### config.mk
export PLATFORM = sky130hd
export DESIGN_NAME = register_map_page_select
export DESIGN_NICKNAME = d
export VERILOG_FILES = /design/src/logic/register_map_page_select.v /design/src/logic/slave_address_match.v
export VERILOG_INCLUDE_DIRS = /design/src /design/src/logic
export SDC_FILE = /design/constraint.sdc
export NUM_CORES = 1
export LEC_CHECK = 0
export BUFFER_PORTS_ARGS = -buffer_cell sky130_fd_sc_hd__buf_4
export CAP_MARGIN = 5
export CORE_MARGIN = 3
export CORE_UTILIZATION = 23
export DETAILED_ROUTE_END_ITERATION = 8
export PLACE_DENSITY = 0.47
export SLEW_MARGIN = 5
export SYNTH_ARGS = -nofsm -noshare
export SYNTH_HDL_FRONTEND = slang
export SYNTH_HIERARCHICAL = 1
export SYNTH_SLANG_ARGS = --single-unit
### constraint.sdc
create_clock -name clk -period 3.5 [get_ports clk]
set_input_delay 0.7 -clock clk [delete_from_list [all_inputs] [get_ports clk]]
set_output_delay 0.7 -clock clk [all_outputs]
set_load 0.005 [all_outputs]
### src/logic/register_map_page_select_defines.vh
// constants for the register map and sub map selection block
`ifndef REGISTER_MAP_PAGE_SELECT_DEFINES_VH
`define REGISTER_MAP_PAGE_SELECT_DEFINES_VH

// ---------------------------------------------------------------------
// slave addresses (main: upper six bits, pin bit excluded; unset: upper seven bits; read/write bit excluded)
// ---------------------------------------------------------------------
`define MAIN_ADDR_HI6          6'h10
`define PROG_ADDR_UNSET        7'h00

// ---------------------------------------------------------------------
// register offsets
// ---------------------------------------------------------------------
`define OFS_SUB_MAP_PAGE       8'h0E
`define OFS_POSTPROC_ADDR      8'hFD
`define OFS_SERIAL_OUT_ADDR    8'hFE
`define OFS_LAST               8'hFF

// ---------------------------------------------------------------------
// field positions and reset values
// ---------------------------------------------------------------------
`define PAGE_MSB               6
`define PAGE_LSB               5
`define RST_SUB_MAP_PAGE       8'h00
`define RST_POSTPROC_ADDR      8'h00
`define RST_SERIAL_OUT_ADDR    8'h00

// ---------------------------------------------------------------------
// page codes and map codes
// ---------------------------------------------------------------------
`define PAGE_USER              2'h0
`define PAGE_INTR_VBI          2'h1
`define PAGE_USER2             2'h2
`define MAP_USER               3'h0
`define MAP_INTR_VBI           3'h1
`define MAP_USER2              3'h2
`define MAP_POSTPROC           3'h3
`define MAP_SERIAL_OUT         3'h4
`define MAP_NONE               3'h7

`endif

### src/logic/register_map_page_select.v
// register map and sub map selection behind the two-wire config port
//
// Summary of operation
// - main map answers 0x40/0x41 or 0x42/0x43 by pin
// - bits 6:5 of 0x0E select sub map
// - all sub maps share the main slave address
// - page field resets to user sub map
// - postproc map address from 0xFD bits 7:1
// - postproc address resets 0x00, silent until programmed
// - serial-output map address from 0xFE bits 7:1
// - serial-output address resets 0x00, silent until programmed
// - programmable maps ignore pin and page field
// - 0x0E writable in second user sub map too
`timescale 1ns/1ps
`include "register_map_page_select_defines.vh"

module register_map_page_select (
    input  wire       clk,
    input  wire       reset_n,
    input  wire       addressSelectPin,
    input  wire       startSeen,
    input  wire       stopSeen,
    input  wire       addrValid,
    input  wire [7:0] addrByte,
    input  wire       wrValid,
    input  wire [7:0] wrData,
    input  wire       rdReq,
    input  wire [7:0] mapRdData,
    output reg        ackValid,
    output reg        ackBit,
    output reg        rdValid,
    output reg  [7:0] rdData,
    output reg        mapWrite,
    output reg        mapRead,
    output reg  [2:0] mapSel,
    output reg  [7:0] mapSubaddr,
    output reg  [7:0] mapWrData,
    output reg  [1:0] activePage
);

    // -----------------------------------------------------------------
    // states
    // -----------------------------------------------------------------
    localparam ST_IDLE = 2'h0;
    localparam ST_SUB  = 2'h1;
    localparam ST_WR   = 2'h2;
    localparam ST_RD   = 2'h3;

    reg  [1:0] state_reg;
    reg  [1:0] state_next;
    reg  [1:0] pinSync_reg;
    reg  [7:0] pageSel_reg;
    reg  [7:0] ppAddr_reg;
    reg  [7:0] serAddr_reg;
    reg  [2:0] txnMap_reg;
    reg  [7:0] subPtr_reg;
    reg        rdPend_reg;
    reg        rdLocal_reg;
    reg  [7:0] rdLocalData_reg;
    reg  [2:0] addrMap;
    wire       mainHit;
    wire [1:0] progHit;
    wire [7:0] progAddr [0:1];
    wire [7:0] subPtrInc;
    wire       takeAddr;
    wire       takeSub;
    wire       takeData;
    wire       takeRead;
    wire       ptrLocal;

    // -----------------------------------------------------------------
    // decode helpers
    // -----------------------------------------------------------------
    function isLocal;
        input [2:0] map;
        input [7:0] sub;
        begin
            isLocal = ((map == `MAP_USER) &&
                       ((sub == `OFS_SUB_MAP_PAGE) ||
                        (sub == `OFS_POSTPROC_ADDR) ||
                        (sub == `OFS_SERIAL_OUT_ADDR))) ||
                      (((map == `MAP_USER2) ||
                        (map == `MAP_INTR_VBI)) &&
                       (sub == `OFS_SUB_MAP_PAGE));
        end
    endfunction

    function [2:0] pageToMap;
        input [1:0] page;
        begin
            case (page)
                `PAGE_USER:     pageToMap = `MAP_USER;
                `PAGE_INTR_VBI: pageToMap = `MAP_INTR_VBI;
                `PAGE_USER2:    pageToMap = `MAP_USER2;
                default:        pageToMap = `MAP_NONE;
            endcase
        end
    endfunction

    // -----------------------------------------------------------------
    // pin synchroniser
    // -----------------------------------------------------------------
    always @(posedge clk or negedge reset_n) begin
        if (!reset_n) begin
            pinSync_reg <= 2'h0;
        end else begin
            pinSync_reg <= {pinSync_reg[0], addressSelectPin};
        end
    end

    // -----------------------------------------------------------------
    // slave address decode
    // -----------------------------------------------------------------
    assign mainHit = (addrByte[7:1] ==
                      {`MAIN_ADDR_HI6, pinSync_reg[1]});

    assign progAddr[0] = ppAddr_reg;
    assign progAddr[1] = serAddr_reg;

    genvar gi;
    generate
        for (gi = 0; gi < 2; gi = gi + 1) begin : progMatch
            slave_address_match matcher (
                .addrByte  (addrByte),
                .slaveAddr (progAddr[gi]),
                .hit       (progHit[gi])
            );
        end
    endgenerate

    always @* begin
        if (mainHit) begin
            addrMap = pageToMap(pageSel_reg[`PAGE_MSB:`PAGE_LSB]);
        end else if (progHit[0]) begin
            addrMap = `MAP_POSTPROC;
        end else if (progHit[1]) begin
            addrMap = `MAP_SERIAL_OUT;
        end else begin
            addrMap = `MAP_NONE;
        end
    end

    assign subPtrInc = (subPtr_reg == `OFS_LAST) ?
                       subPtr_reg : subPtr_reg + 8'h01;

    // -----------------------------------------------------------------
    // transaction state machine
    // -----------------------------------------------------------------
    always @* begin
        state_next = state_reg;
        case (state_reg)
            ST_IDLE: begin
                if (addrValid && (addrMap != `MAP_NONE)) begin
                    state_next = addrByte[0] ? ST_RD : ST_SUB;
                end
            end
            ST_SUB: begin
                if (wrValid) begin
                    state_next = ST_WR;
                end
            end
            ST_WR: begin
                state_next = ST_WR;
            end
            ST_RD: begin
                state_next = ST_RD;
            end
            default: begin
                state_next = ST_IDLE;
            end
        endcase
        if (startSeen || stopSeen) begin
            state_next = ST_IDLE;
        end
    end

    always @(posedge clk or negedge reset_n) begin
        if (!reset_n) begin
            state_reg <= ST_IDLE;
        end else begin
            state_reg <= state_next;
        end
    end

    // -----------------------------------------------------------------
    // byte acceptance
    // -----------------------------------------------------------------
    assign takeAddr = (state_reg == ST_IDLE) && addrValid &&
                      !startSeen && !stopSeen;
    assign takeSub  = (state_reg == ST_SUB) && wrValid;
    assign takeData = (state_reg == ST_WR) && wrValid;
    assign takeRead = (state_reg == ST_RD) && rdReq;
    assign ptrLocal = isLocal(txnMap_reg, subPtr_reg);

    // -----------------------------------------------------------------
    // local registers
    // -----------------------------------------------------------------
    always @(posedge clk or negedge reset_n) begin
        if (!reset_n) begin
            pageSel_reg <= `RST_SUB_MAP_PAGE;
            ppAddr_reg  <= `RST_POSTPROC_ADDR;
            serAddr_reg <= `RST_SERIAL_OUT_ADDR;
            activePage  <= `PAGE_USER;
        end else begin
            activePage <= pageSel_reg[`PAGE_MSB:`PAGE_LSB];
            if (takeData && ptrLocal) begin
                if (subPtr_reg == `OFS_SUB_MAP_PAGE) begin
                    pageSel_reg <= wrData;
                end
                if (subPtr_reg == `OFS_POSTPROC_ADDR) begin
                    ppAddr_reg <= wrData;
                end
                if (subPtr_reg == `OFS_SERIAL_OUT_ADDR) begin
                    serAddr_reg <= wrData;
                end
            end
        end
    end

    // -----------------------------------------------------------------
    // transaction map and subaddress pointer
    // -----------------------------------------------------------------
    always @(posedge clk or negedge reset_n) begin
        if (!reset_n) begin
            txnMap_reg <= `MAP_NONE;
            subPtr_reg <= 8'h00;
        end else begin
            if (takeAddr) begin
                // map is frozen here for the whole transaction
                txnMap_reg <= addrMap;
            end
            if (takeSub) begin
                subPtr_reg <= wrData;
            end else if (takeData || takeRead) begin
                subPtr_reg <= subPtrInc;
            end
        end
    end

    // -----------------------------------------------------------------
    // answers
    // -----------------------------------------------------------------
    always @(posedge clk or negedge reset_n) begin
        if (!reset_n) begin
            ackValid <= 1'b0;
            ackBit   <= 1'b0;
        end else begin
            ackValid <= takeAddr || takeSub || takeData;
            if (takeAddr) begin
                ackBit <= (addrMap != `MAP_NONE);
            end else if (takeSub || takeData) begin
                ackBit <= 1'b1;
            end
        end
    end

    // -----------------------------------------------------------------
    // external map strobes
    // -----------------------------------------------------------------
    always @(posedge clk or negedge reset_n) begin
        if (!reset_n) begin
            mapWrite   <= 1'b0;
            mapRead    <= 1'b0;
            mapSel     <= `MAP_NONE;
            mapSubaddr <= 8'h00;
            mapWrData  <= 8'h00;
        end else begin
            mapWrite <= takeData && !ptrLocal;
            mapRead  <= takeRead && !ptrLocal;
            if ((takeData || takeRead) && !ptrLocal) begin
                mapSel     <= txnMap_reg;
                mapSubaddr <= subPtr_reg;
            end
            if (takeData && !ptrLocal) begin
                mapWrData <= wrData;
            end
        end
    end

    // -----------------------------------------------------------------
    // read return
    // -----------------------------------------------------------------
    always @(posedge clk or negedge reset_n) begin
        if (!reset_n) begin
            rdPend_reg      <= 1'b0;
            rdLocal_reg     <= 1'b0;
            rdLocalData_reg <= 8'h00;
            rdValid         <= 1'b0;
            rdData          <= 8'h00;
        end else begin
            rdPend_reg <= takeRead;
            rdValid    <= rdPend_reg;
            if (takeRead) begin
                rdLocal_reg <= ptrLocal;
                if (subPtr_reg == `OFS_SUB_MAP_PAGE) begin
                    rdLocalData_reg <= pageSel_reg;
                end else if (subPtr_reg == `OFS_POSTPROC_ADDR) begin
                    rdLocalData_reg <= ppAddr_reg;
                end else begin
                    rdLocalData_reg <= serAddr_reg;
                end
            end
            if (rdPend_reg) begin
                // local registers answer from the copy taken at the request
                rdData <= rdLocal_reg ? rdLocalData_reg : mapRdData;
            end
        end
    end

endmodule // register_map_page_select

### src/logic/slave_address_match.v
// matcher for one programmable slave address
`timescale 1ns/1ps
`include "register_map_page_select_defines.vh"

module slave_address_match (
    input  wire [7:0] addrByte,
    input  wire [7:0] slaveAddr,
    output wire       hit
);

    // an address still at its reset value never answers
    assign hit = (slaveAddr[7:1] != `PROG_ADDR_UNSET) &&
                 (addrByte[7:1] == slaveAddr[7:1]);

endmodule // slave_address_match

---- Word-level counts from Yosys, hierarchy flattened ----
Cells that the tools add are included.
word-level totals
  flip-flop bits (word level) ............. 83
  output and inout port bits .............. 34
  input port bits ......................... 32
operators by class
  reductions and logical operators ........ 39
  equal/unequal tests ..................... 18
  mux-type cells .......................... 17
  add/subtract/negate cells ............... 1
operator list
  operator               number
  $mux W8                6
  $eq A8 B8 Y1 const B   3
  $logic_and A1 B1 Y1    15
  $eq A7 B7 Y1           2
  $reduce_bool A7 Y1     2
  $mux W2                5
  $reduce_and A2 Y1      5
  $logic_or A1 B1 Y1     9
  $ne A3 B3 Y1 const B   3
  $pmux W3 S3            1
  $add A8 B1 Y8 const B  1
  $eq A8 B4 Y1 const B   1
  $pmux W2 S4            1
  $eq A7 B6 Y1           1
  $eq A2 B2 Y1 const B   3
  $mux W3                2
  $eq A2 B1 Y1 const B   2
  $logic_not A2 Y1       2
  $reduce_bool A2 Y1     2
  $eq A3 B1 Y1 const B   1
  $eq A3 B2 Y1 const B   1
  $logic_not A1 Y1       3
  $logic_not A3 Y1       1
  $mux W1                2
  $ne A2 B2 Y1 const B   1

---- Depth between registers and ports, before layout ----
Gate-level depths: netlist of the first run.
  depth in word-level cells ............... 10
  mapped depth ............................ 9
  depth with buffers taken out ............ 8

---- By module ----
The synthesis of the first run kept the hierarchy.
by module, submodules not included
  module                    area each (um2)  instances  cells each
  register_map_page_select  3808.7           1          311
  slave_address_match       96.3             2          12

---- Worst setup path before layout of the first run ----
OpenSTA, ideal clock, no wires.
  kind .................................... input-to-reg
  start point ............................. input addrByte[2]
  end point ............................... register state_reg[0]
  path slack .............................. 1.083 ns
  arrival time ............................ 2.306 ns
  buffers on the path ..................... 0
  setup time .............................. 0.111 ns
  stages .................................. 5
  path through ............................ or4_4 > o31a_1 > a311oi_2 > o21ai_1 > a2111oi_2
on the way
  longest elaborated chain between the ends .. 9
  elaborated cells on any way between the ends .. 12
  those cells by class .................... eq/ne (5); mux (3); reduce/logical (4)
ends and longest elaborated chain
  what                                  line                            source
  start, declared                       register_map_page_select.v:24   input wire [7:0] addrByte,
  $eq A7 B7 Y1                          slave_address_match.v:13        (addrByte[7:1] == slaveAddr[7:1]);
  $logic_and A1 B1 Y1                   slave_address_match.v:12        assign hit = (slaveAddr[7:1] != `PROG_ADDR_UNSET) &&
  $mux W2                               register_map_page_select.v:136  end else if (progHit[1]) begin
  $mux W3                               register_map_page_select.v:134  end else if (progHit[0]) begin
  $mux W3 *                             register_map_page_select.v:132  if (mainHit) begin
  $ne A3 B3 Y1 (no source line) *       --
  $logic_and A1 B1 Y1 *                 register_map_page_select.v:153  if (addrValid && (addrMap != `MAP_NONE)) begin
  $ne A3 B3 Y1 (no source line) *       --
  $reduce_and A2 Y1 (no source line) *  --
  end signal, assigned                  register_map_page_select.v:181  state_reg <= state_next;
  end, declared                         register_map_page_select.v:49   reg [1:0] state_reg;
Mark *: on every way between the ends. The rest lies on a longest branch, timed or not.
A chain may end at the register's enable or synchronous reset.

---- Final worst setup path of the first run ----
  start point ............................. register subPtr_reg[0]
  end point ............................... register mapWrData[0]
on the way
  longest elaborated chain between the ends .. 7
  elaborated cells on any way between the ends .. 10
  those cells by class .................... eq/ne (3); reduce/logical (7)
ends and longest elaborated chain
  what                                                           line                            source
  start, declared                                                register_map_page_select.v:56   reg [7:0] subPtr_reg;
  start signal, assigned                                         register_map_page_select.v:233  subPtr_reg <= wrData;
  start signal, assigned                                         register_map_page_select.v:235  subPtr_reg <= subPtrInc;
  $eq A8 B4 Y1 (no source line) or $eq A8 B8 Y1 (tied branches)  --
  $logic_or A1 B1 Y1 (2 in a row)                                register_map_page_select.v:79   ((sub == `OFS_SUB_MAP_PAGE) ||
  $logic_and A1 B1 Y1                                            register_map_page_select.v:78   isLocal = ((map == `MAP_USER) &&
  $logic_or A1 B1 Y1 *                                           register_map_page_select.v:78
  $logic_not A1 Y1 *                                             register_map_page_select.v:274  if (takeData && !ptrLocal) begin
  $logic_and A1 B1 Y1 *                                          register_map_page_select.v:274
  end signal, assigned                                           register_map_page_select.v:275  mapWrData <= wrData;
  end, declared                                                  register_map_page_select.v:37   output reg [7:0] mapWrData,
Marks and branches as above.

==> summary.md, run 1 <==
| Metric | Value |
|---|---|
| Status | `finished, final reports clean` |
| Clock tree root driver cell | `clkbuf_16` |
| Slew @ Worst Pin | `727.3 ps` |
| Post-synth top area cell | `dfrtp_1` |
| Syn avg cell area | `11.94 um^2` |
| R2r startpoint | `subPtr_reg[0]` |
| Core area | `16820 um^2` |
| Internal power | `0.001860 W` |
| Worst reg2reg path depth | `7` |
| Worst slew margin | `51.39%` |
| IO Port Bufs | `65` |
| Mapped Cells | `335` |
| Net Sw Frac | `23.32%` |
| DR DRC count | `0` |
| Area Overhead vs Synth | `26.67%` |
| WL met1 | `4.810 mm` |
| Fraction of registers with async set/reset | `100.0%` |
| CP required | `3720 ps` |
| Clock latency on the worst-skew pair | `350 ps` |
| Io pins | `66` |
| R2r endpoint | `mapWrData[0]` |
| DIE WIDTH | `137.9 um` |
| Initial antenna violation count | `0` |
| Crit-path max cell delay | `550 ps` |
| Total inserted antenna cells | `0` |
| PwrDens | `478.5 nW/um^2` |
| Total die area | `19020 um^2` |
| Top sig layer | `met4` |
| Kind of cell adding the most delay to the critical path | `simple AND/OR/NAND/NOR gates` |
| EDFF count, synth | `0` |
| Bufs on Longest Clock Path | `2` |
| Number of buffers created by CTS | `9` |
| Row count | `47` |
| Largest net degree at the start of global routing | `32` |
| RD Place Congestion | `0.7647` |
| Crit path arrival time | `2880 ps` |
| GRT Overall Usage | `11.83%` |
| CTS tree | `done` |
| Final hold violation count | `0` |
| Slowest-stage cell, CP | `nand3_1` |
| Fin. max-slew vios | `0` |
| Initial Util | `23.79%` |
| FILL cells | `1769` |
| Crit path kind | `flip-flop to flip-flop` |
| Combinational share of power | `10.2%` |
| Grt ovf | `0` |
| Max-cap viol count | `0` |
| Worst Slack Setup Final | `841.6 ps` |
| Resized cells post-CTS | `0` |
| Crit-path cells | `inv_1 > ha_1 > nor2_1 > nor3_2 > a32oi_4 > nand3_1 > mux2_2` |
| CTS sink cnt | `83` |
| Post-CTS Setup Inserts | `0` |
| Yosys Warn Count | `6` |
| Total Wirelength | `10.49 mm` |
| Met3 WL | `478 um` |
| Critical Path Start Type | `flip-flop` |
| Flop2flop setup slack | `840 ps` |
| Final #Nets | `440` |
| Router iterations before antenna repair | `4` |
| F_max | `0.3762 GHz` |
| Crit. End Element | `flip-flop` |
| Ys flop type | `dfrtp_1` |
| Dpl ws | `824.8 ps` |
| Unrepaired setup endpoints after global routing | `no` |
| Final setup viols | `0` |
| # hold bufs at CTS | `0` |
| Top post-synthesis cells by area | `dfrtp_1 48%, mux2_2 12%, mux2i_1 4.3%, dfstp_2 3.9%, nor2_1 2.4%` |
| Min Tclk post-route | `2658 ps` |
| WP buf/inv | `1` |
| Worst VDD drop | `0.2291 mV` |
| H-tree depth | `3` |
| Total length of routed met2 wires | `4.918 mm` |
| Clock skew | `8.086 ps` |
| Vias | `2815` |
| Post-synth top area share | `48.16%` |
| Leakage | `2.434 nW` |
| CTS clk-pin slew, worst paths | `60 ps` |
| Fin util | `30.14%` |
| Cell Area, Synth | `4001 um^2` |
| Syn Nets | `374` |
| Drt via density | `4.497` |
| Share of cells above drive strength 1 | `35.71%` |
| Routed WL per cell | `16.75 um` |
| DP Wirelength | `7.884 mm` |
| Placed Cells | `610` |
| Reg power frac | `44.9%` |
| Clock share of power | `44.9%` |
| Die H | `137.9 um` |
| Post-DP Area | `4726 um^2` |
| Worst min path class | `input pin to async pin` |
| Design area | `5069 um^2` |
| Distinct cells, synth | `49` |
| FF+latch count, synth | `83` |
| Global-route wire length before repair | `16.82 mm` |
| Net Sw Power | `0.0005656 W` |
| Critical Path Fanout Max | `9` |
| Register area share after synthesis | `52.10%` |
| DRT iter0 DRCs | `87` |
| Final TNS setup | `0 ps` |
| Non-Filler Instances | `626` |
| Number of routed nets with antenna violations | `0` |
| Fin crit share | `75.96%` |
| Vias in the first global route | `3015` |
[power groups by stage]
stage                     logic (W)  clock network, W  registers, W
final                      0.000247           0.00109       0.00109
after global placement     0.000248                 0       0.00110
after CTS                  0.000254           0.00112       0.00109
after detailed placement   0.000252                 0       0.00111
after floorplan            0.000125                 0       0.00109
after global routing       0.000278           0.00116       0.00110
[synth_stat cells (2+ instances only)]
library cell / n
a2111oi_2: 3
a211o_1: 2
a211oi_1: 8
a21o_1: 8
a21oi_1: 9
a22o_1: 2
a31oi_1: 3
a32o_1: 2
and2_1: 4
and4_1: 2
clkbuf_1: 10
dfrtp_1: 77
dfstp_2: 6
ha_1: 7
inv_1: 10
mux2_2: 41
mux2i_1: 17
nand2_1: 21
nand2b_1: 2
nand3_1: 9
nand4_1: 4
nor2_1: 26
nor3_1: 2
nor3_2: 2
nor3_4: 2
nor4_1: 4
o21ai_0: 13
o31ai_1: 2
xnor2_1: 10
xor2_1: 8
[worst max-delay path by stage]
stage                  startpoint            to  slack (ps)  depth (start not counted)
finish              subPtr_reg[0]  mapWrData[0]         840                          7
global route        subPtr_reg[0]  mapWrData[0]         630                          7
CTS                 subPtr_reg[0]  mapWrData[0]         810                          7
detailed placement    addrByte[2]  state_reg[0]         820                          6
global placement      addrByte[2]  state_reg[0]         850                          6
floorplan             addrByte[2]  state_reg[0]        1080                          5
[logic make-up (layout without fill, tap and decap cells)]
group	count (synthesis)	in the layout	share of synthesized area (%)
xor+xnor	18	18	3.940
buf+inv	22	93	2.283
compound gates	61	61	11.73
mux	58	58	15.79
fa+ha+maj	7	7	2.189
flops	83	83	52.10
simple gates	86	86	11.98
[metrics by stage]
step / total power, W / hold slack [ps]
after floorplan: 0.001210 / 331.2
after global placement: 0.001353 / 337.6
after detailed placement: 0.001358 / 337.8
after CTS: 0.002467 / 306.5
after global routing: 0.002541 / 322.5
final: 0.002425 / 292.9
[layer usage]
metal | vias to the layer above | track usage, %
met5 | - | 0
met4 | 0 | 4.940
met3 | 23 | 3.266
met2 | 68 | 18.82
met1 | 1376 | 15.16
li1 | 1348 | -
[placed cells by master (no fill, tap or decap), types with 2 or more instances in the layout]
| cell | netlist | routed |
|---|---|---|
| nor4_1 | 4 | 4 |
| xnor2_1 | 10 | 10 |
| ha_1 | 7 | 7 |
| a21oi_1 | 9 | 9 |
| a211oi_1 | 8 | 8 |
| inv_1 | 10 | 10 |
| a21o_1 | 8 | 8 |
| a32o_1 | 2 | 2 |
| nor3_1 | 2 | 2 |
| a31oi_1 | 3 | 3 |
| nand4_1 | 4 | 4 |
| nor3_2 | 2 | 2 |
| a2111oi_2 | 3 | 3 |
| a22o_1 | 2 | 2 |
| nand2_1 | 21 | 21 |
| and2_1 | 4 | 4 |
| o21ai_0 | 13 | 13 |
| clkbuf_16 | 0 | 9 |
| nand2b_1 | 2 | 2 |
| mux2i_1 | 17 | 17 |
| clkinv_2 | 0 | 2 |
| a211o_1 | 2 | 2 |
| nor3_4 | 2 | 2 |
| and4_1 | 2 | 2 |
| bufinv_16 | 0 | 3 |
| dfrtp_1 | 77 | 77 |
| nand3_1 | 9 | 9 |
| xor2_1 | 8 | 8 |
| dfstp_2 | 6 | 6 |
| o31ai_1 | 2 | 2 |
| mux2_2 | 41 | 41 |
| nor2_1 | 26 | 26 |
| buf_4 | 0 | 67 |
[layout make-up]
class                      count  area, um^2  share of cell area [%]
timing repair buffer          67       503.0                   9.923
clock inverter                 5       100.1                   1.975
tap                          220       275.3                   5.431
sequential                    83        2085                   41.13
inverter                      10       37.54                  0.7406
multi-input combinational    230        1826                   36.02
clock buffer                  11       242.7                   4.789
(Power assumes the default switching activity.)
==> run 2, diff against run 1 <==
--- a/config.mk
+++ b/config.mk
@@ -11,7 +11,7 @@
 export CORE_MARGIN = 3
 export CORE_UTILIZATION = 23
 export DETAILED_ROUTE_END_ITERATION = 8
-export PLACE_DENSITY = 0.47
+export PLACE_DENSITY = 0.49
 export SLEW_MARGIN = 5
 export SYNTH_ARGS = -nofsm -noshare
 export SYNTH_HDL_FRONTEND = slang
==> constraint.sdc (replaced) <==
create_clock -name clk -period 2.24 [get_ports clk]
set_input_delay 0.448 -clock clk [delete_from_list [all_inputs] [get_ports clk]]
set_output_delay 0.448 -clock clk [all_outputs]
set_load 0.005 [all_outputs]
==> run 2 against run 1 <==
Compared with the run above:
- the run now ends with setup timing left
- routed wire length increased by 3.0%
- sequential share of layout area decreased by 3.9 points
- sequential power increased by 52%
- highest routed layer unchanged
==> summary.md, run 2 (synthesized netlist as in run 1, its figures left out) <==
| Metric | Value |
|---|---|
| CTS clk-pin slew, worst paths | `60 ps (about the same)` |
| DR DRC count | `0 (unchanged)` |
| Die H | `137.9 um (unchanged)` |
| Leakage | `2.710 nW (+11%)` |
| Crit path kind | `flip-flop to flip-flop` |
| Clock share of power | `40.3% (-4.6 points)` |
| Largest net degree at the start of global routing | `36 (+13%)` |
| CTS tree | `done` |
| Status | `complete, but fails checks` |
| Critical Path Start Type | `flip-flop` |
| Routed WL per cell | `15.91 um (-5.1%)` |
| Vias in the first global route | `2999 (-0.53%)` |
| Min Tclk post-route | `2246 ps (-412.8 ps)` |
| Fin. max-slew vios | `0 (unchanged)` |
| Final TNS setup | `-5.653 ps (-5.653 ps)` |
| Number of buffers created by CTS | `9 (unchanged)` |
| Worst Slack Setup Final | `-5.653 ps (-847.2 ps)` |
| Critical Path Fanout Max | `4 (-5)` |
| Drt via density | `4.408 (-2.0%)` |
| Total inserted antenna cells | `0 (unchanged)` |
| Unrepaired setup endpoints after global routing | `yes` |
| Io pins | `66 (unchanged)` |
| Final #Nets | `493 (+12%)` |
| GRT Overall Usage | `11.73% (-0.099 points)` |
| Crit path arrival time | `2480 ps (-400 ps)` |
| Worst min path class | `input pin to async pin` |
| Fin crit share | `100.3% (+24 points)` |
| Initial Util | `23.79% (unchanged)` |
| Combinational share of power | `15.3% (+5.1 points)` |
| CTS sink cnt | `83 (unchanged)` |
| Worst slew margin | `64.86% (+13 points)` |
| DP Wirelength | `8.057 mm (+2.2%)` |
| Net Sw Power | `0.0009304 W (+65%)` |
| Max-cap viol count | `0 (unchanged)` |
| Vias | `2993 (+6.3%)` |
| DRT iter0 DRCs | `92 (+5.7%)` |
| Failing checks | `setup timing` |
| Number of routed nets with antenna violations | `0 (unchanged)` |
| Grt ovf | `0 (unchanged)` |
| Final hold violation count | `0 (unchanged)` |
| CP required | `2470 ps (-1250 ps)` |
| Core area | `16820 um^2 (unchanged)` |
| Initial antenna violation count | `0 (unchanged)` |
| # hold bufs at CTS | `0 (unchanged)` |
| Clock tree root driver cell | `clkbuf_16` |
| Slew @ Worst Pin | `527.1 ps (-200.2 ps)` |
| DIE WIDTH | `137.9 um (unchanged)` |
| Post-route total power | `0.003753 W (+55%)` |
| Net Sw Frac | `24.79% (+1.5 points)` |
| Row count | `47 (unchanged)` |
| Most common cell after layout, fill and taps aside | `buf_4` |
| Bufs on Longest Clock Path | `2 (unchanged)` |
| Clock skew | `7.058 ps (-1.028 ps)` |
| Worst VDD drop | `0.3510 mV (+53%)` |
| Router iterations before antenna repair | `4 (unchanged)` |
| Reg power frac | `44.4% (-0.5 points)` |
| Crit. End Element | `flip-flop` |
| PwrDens | `669.6 nW/um^2 (+40%)` |
| Total die area | `19020 um^2 (unchanged)` |
| Global-route wire length before repair | `16.72 mm (-0.62%)` |
| H-tree depth | `3 (unchanged)` |
| Share of cells above drive strength 1 | `45.32% (+9.6 points)` |
| Final setup viols | `1 (+1)` |
| Area Overhead vs Synth | `40.09%` |
| Most frequent cells in the layout | `113 x buf_4, 76 x dfrtp_1, 33 x mux2_2` |
| Clock latency on the worst-skew pair | `340 ps (about the same)` |
| Post-DP Area | `5114 um^2 (+8.2%)` |
| Internal power | `0.002823 W (+52%)` |
| Total Wirelength | `10.80 mm (+3.0%)` |
| RD Place Congestion | `0.8367 (+9.4%)` |
| F_max | `0.4453 GHz (+18%)` |
| Design area | `5605 um^2 (+11%)` |
| IO Port Bufs | `65 (unchanged)` |
-- run 2: layout make-up --
class | instances | area (um^2)
Clock buffer | 12 | 256.5
Fill cell | 1742 | 11210
Timing Repair Buffer | 120 | 962.2
Inverter | 10 | 37.54
Multi-Input combinational cell | 230 | 1939
Sequential cell | 83 | 2086
Clock inverter | 4 | 48.80
Tap cell | 220 | 275.3
-- run 2: critical path: stages (launching register included) --
cell       delay [ps]
dfrtp_1           420
nor4_1            330
a211o_1           220
a2111oi_4          80
nor2_1            110
o31a_1            190
a311oi_2           80
buf_4             180
o211a_1           210
a2111oi_2         320
-- run 2: worst paths after layout --
check / startpoint / to / slack (ps) / cells after the start
worst min register to register: pinSync_reg[0] / pinSync_reg[1] / 350 / 0
worst min-delay path: reset_n / rdLocalData_reg[0] / 80 / 1
min in group clk: addressSelectPin / pinSync_reg[0] / 210 / 1
worst max register to register: ppAddr_reg[2] / state_reg[0] / -6 / 9
max in group asynchronous: reset_n / mapRead / 1550 / 2
worst max-delay path: ppAddr_reg[2] / state_reg[0] / -6 / 9
-- run 2: per-layer routing --
layer / global-route usage [%] / part of all wire, % / up-vias
li1: - / - / 1458
met3: 3.810 / 5.5 / 8
met5: 0 / 0 / -
met2: 18.06 / 47 / 63
met1: 16.05 / 47 / 1464
met4: 2.799 / 0.80 / 0
-- run 2: power by group through the flow --
| stage | clock network [W] | registers, W | logic, W |
|---|---|---|---|
| after floorplan | 0 | 0.00170 | 0.000195 |
| after global placement | 0 | 0.00168 | 0.000502 |
| after detailed placement | 0 | 0.00169 | 0.000510 |
| after CTS | 0.00158 | 0.00166 | 0.000516 |
| after global routing | 0.00165 | 0.00168 | 0.000630 |
| final | 0.00151 | 0.00166 | 0.000576 |
-- run 2: through the flow --
stage	std cells	setup slack [ps]	util (%)	hold slack [ps]
2_1_floorplan	335	68.66	-	152.4
3_5_place_dp	655	-176.5	30.40	334.7
5_1_grt	679	-134.8	33.33	102.5
4_1_cts	673	14.09	32.32	89.68
3_3_place_gp	655	-126.9	30.40	335.8
6_report	679	-5.653	33.33	79.97
-- run 2: what timing repair did --
action | CTS | global route
pin swaps | 2 | 14
buffers inserted | 2 | 6
resized for setup | 1 | 25
endpoints found under the setup margin | 19 | 24
==> run 3, diff against run 2 <==
--- a/config.mk
+++ b/config.mk
@@ -8,10 +8,12 @@
 export LEC_CHECK = 0
 export BUFFER_PORTS_ARGS = -buffer_cell sky130_fd_sc_hd__buf_4
 export CAP_MARGIN = 5
+export CELL_PAD_IN_SITES_DETAIL_PLACEMENT = 0
+export CELL_PAD_IN_SITES_GLOBAL_PLACEMENT = 1
 export CORE_MARGIN = 3
 export CORE_UTILIZATION = 23
 export DETAILED_ROUTE_END_ITERATION = 8
-export PLACE_DENSITY = 0.49
+export PLACE_DENSITY = 0.56
 export SLEW_MARGIN = 5
 export SYNTH_ARGS = -nofsm -noshare
 export SYNTH_HDL_FRONTEND = slang
==> run 3 against run 2 <==
Compared with the run above:
- the flow now finishes without violations
- design area shrank 1.3%
- global-route usage down 0.31 points
- combinational power down 5.6%
- first-iteration DRC count rose by 82%
- largest power group unchanged
- highest routed layer unchanged
==> summary.md, run 3 (synthesized netlist as in run 1, its figures left out) <==
| Metric | Value |
|---|---|
| IO Port Bufs | `65 (unchanged)` |
| Worst min path class | `input pin to flip-flop` |
| Status | `finished, final reports clean` |
| Crit path arrival time | `2470 ps (about the same)` |
| Clock latency on the worst-skew pair | `340 ps (about the same)` |
| CTS tree | `done` |
| Initial antenna violation count | `0 (unchanged)` |
| Final TNS setup | `0 ps (+5.653 ps)` |
| Slew @ Worst Pin | `489.6 ps (-37.54 ps)` |
| Leakage | `2.680 nW (-1.1%)` |
| Router iterations before antenna repair | `4 (unchanged)` |
| Largest net degree at the start of global routing | `38 (+5.6%)` |
| Number of buffers created by CTS | `9 (unchanged)` |
| DIE WIDTH | `137.9 um (unchanged)` |
| Fin crit share | `99.91% (-0.34 points)` |
| Vias in the first global route | `2995 (-0.13%)` |
| Final #Nets | `490 (-0.61%)` |
| CP required | `2470 ps (about the same)` |
| Placed Cells | `650 (-0.76%)` |
| Total die area | `19020 um^2 (unchanged)` |
| Initial Util | `23.79% (unchanged)` |
| Total Wirelength | `10.66 mm (-1.3%)` |
| Io pins | `66 (unchanged)` |
| Unrepaired setup endpoints after global routing | `yes` |
| Max-cap viol count | `0 (unchanged)` |
| Crit path kind | `flip-flop to flip-flop` |
| Most frequent cells in the layout | `110 x buf_4, 76 x dfrtp_1, 33 x mux2_2` |
| Total inserted antenna cells | `0 (unchanged)` |
| Final setup viols | `0 (-1)` |
| Vias | `3019 (+0.87%)` |
| Row count | `47 (unchanged)` |
| Drt via density | `4.473 (+1.5%)` |
| Worst slew margin | `67.36% (+2.5 points)` |
| Core area | `16820 um^2 (unchanged)` |
| Crit. End Element | `flip-flop` |
| Bufs on Longest Clock Path | `2 (unchanged)` |
| Number of routed nets with antenna violations | `0 (unchanged)` |
| Clock tree root driver cell | `clkbuf_16` |
| Share of cells above drive strength 1 | `43.30% (-2.0 points)` |
| FILL cells | `1717 (-1.4%)` |
| Most common cell after layout, fill and taps aside | `buf_4` |
| Clock skew | `8.779 ps (+1.721 ps)` |
| Grt ovf | `0 (unchanged)` |
| Critical Path Fanout Max | `3 (-1)` |
| H-tree depth | `3 (unchanged)` |
| Critical Path Start Type | `flip-flop` |
| Global-route wire length before repair | `16.44 mm (-1.7%)` |
| Die H | `137.9 um (unchanged)` |
| Non-Filler Instances | `675 (-0.59%)` |
| Min Tclk post-route | `2238 ps (-7.663 ps)` |
| Worst VDD drop | `0.3715 mV (+5.8%)` |
| Area Overhead vs Synth | `38.31%` |
| PwrDens | `688.4 nW/um^2 (+2.8%)` |
| CTS clk-pin slew, worst paths | `60 ps (about the same)` |
| Fin util | `32.90% (-0.42 points)` |
| F_max | `0.4468 GHz (+0.34%)` |
| Final hold violation count | `0 (unchanged)` |
| CTS sink cnt | `83 (unchanged)` |
| Fin. max-slew vios | `0 (unchanged)` |
| DR DRC count | `0 (unchanged)` |
| Routed WL per cell | `15.79 um (-0.74%)` |
| GRT Overall Usage | `11.42% (-0.31 points)` |
| DP Wirelength | `7.897 mm (-2.0%)` |
| RD Place Congestion | `0.7658 (-8.5%)` |
| DRT iter0 DRCs | `167 (+82%)` |
run 3: cell types whose count changed in the layout (fill, tap and decap cells not counted), sizes merged:
cell,delta
clkbuf,+1
bufinv,+1
buf,-4
clkinv,-3
dlygate4sd3,+1
run 3: layer usage:
layer	vias up	GRT usage, %	wire [um]
met2	59	18.14	4965
met3	9	3.556	415
li1	1444	-	-
met5	-	0	0
met1	1507	15.43	5165
met4	0	2.305	110
run 3: area by class of cell:
cell class | count | area [um^2] | share of cell area [%]
clock buffer | 13 | 250.2 | 4.522
clock inverter | 2 | 60.06 | 1.085
inverter | 10 | 37.54 | 0.6783
multi-input combinational | 230 | 1896 | 34.25
sequential | 83 | 2086 | 37.69
tap | 220 | 275.3 | 4.974
timing repair buffer | 117 | 929.6 | 16.80
run 3: worst paths after layout:
path                            slack [ps]  depth (start not counted)             end              from
worst max-delay path                     2                          9    state_reg[0]    serAddr_reg[2]
max in group asynchronous             1010                          3   txnMap_reg[1]           reset_n
worst min register to register         350                          0  pinSync_reg[1]    pinSync_reg[0]
worst max register to register           2                          9    state_reg[0]    serAddr_reg[2]
worst min-delay path                   220                          1  pinSync_reg[0]  addressSelectPin
min in group asynchronous              540                          2   mapSubaddr[1]           reset_n
run 3: worst max-delay path: stages, from the launching register on:
cell and delay, ps:
dfrtp_1 410, nor4_1 370, a211o_1 200, a2111oi_2 70
nor2_1 110, o31a_1 190, a311oi_2 60, buf_4 170
o211a_1 220, a2111oi_2 330
run 3: report_power, final:
group	leakage, nW	total, W	switching [W]	internal, W
clock	0.150	0.00159	0.000584	0.00100
sequential	1.08	0.00168	0.0000792	0.00160
combinational	1.45	0.000544	0.000261	0.000284
run 3: stage by stage:
| step | cell area [um^2] | total power [W] | hold WS, ps | worst slack [ps] |
|---|---|---|---|---|
| global placement | 5064 | 0.002188 | 337.1 | -140.5 |
| finish | 5534 | 0.003810 | 215.9 | 2.011 |
| CTS | 5405 | 0.003809 | 200.2 | 1.162 |
| global route | 5534 | 0.003986 | 199.1 | -100.5 |
| detailed placement | 5064 | 0.002194 | 337.9 | -180.7 |
| floorplan | 4001 | 0.001891 | 152.4 | 68.66 |
run 3: timing repair:
| action | CTS | global route |
|---|---|---|
| gates cloned | 0 | 0 |
| setup buffers | 2 | 7 |
| hold buffers | 1 | 0 |
| setup endpoints to repair | 17 | 29 |
| gates resized for setup | 2 | 18 |
| endpoints found under the hold margin | 4 | 0 |
| pin swaps | 4 | 6 |
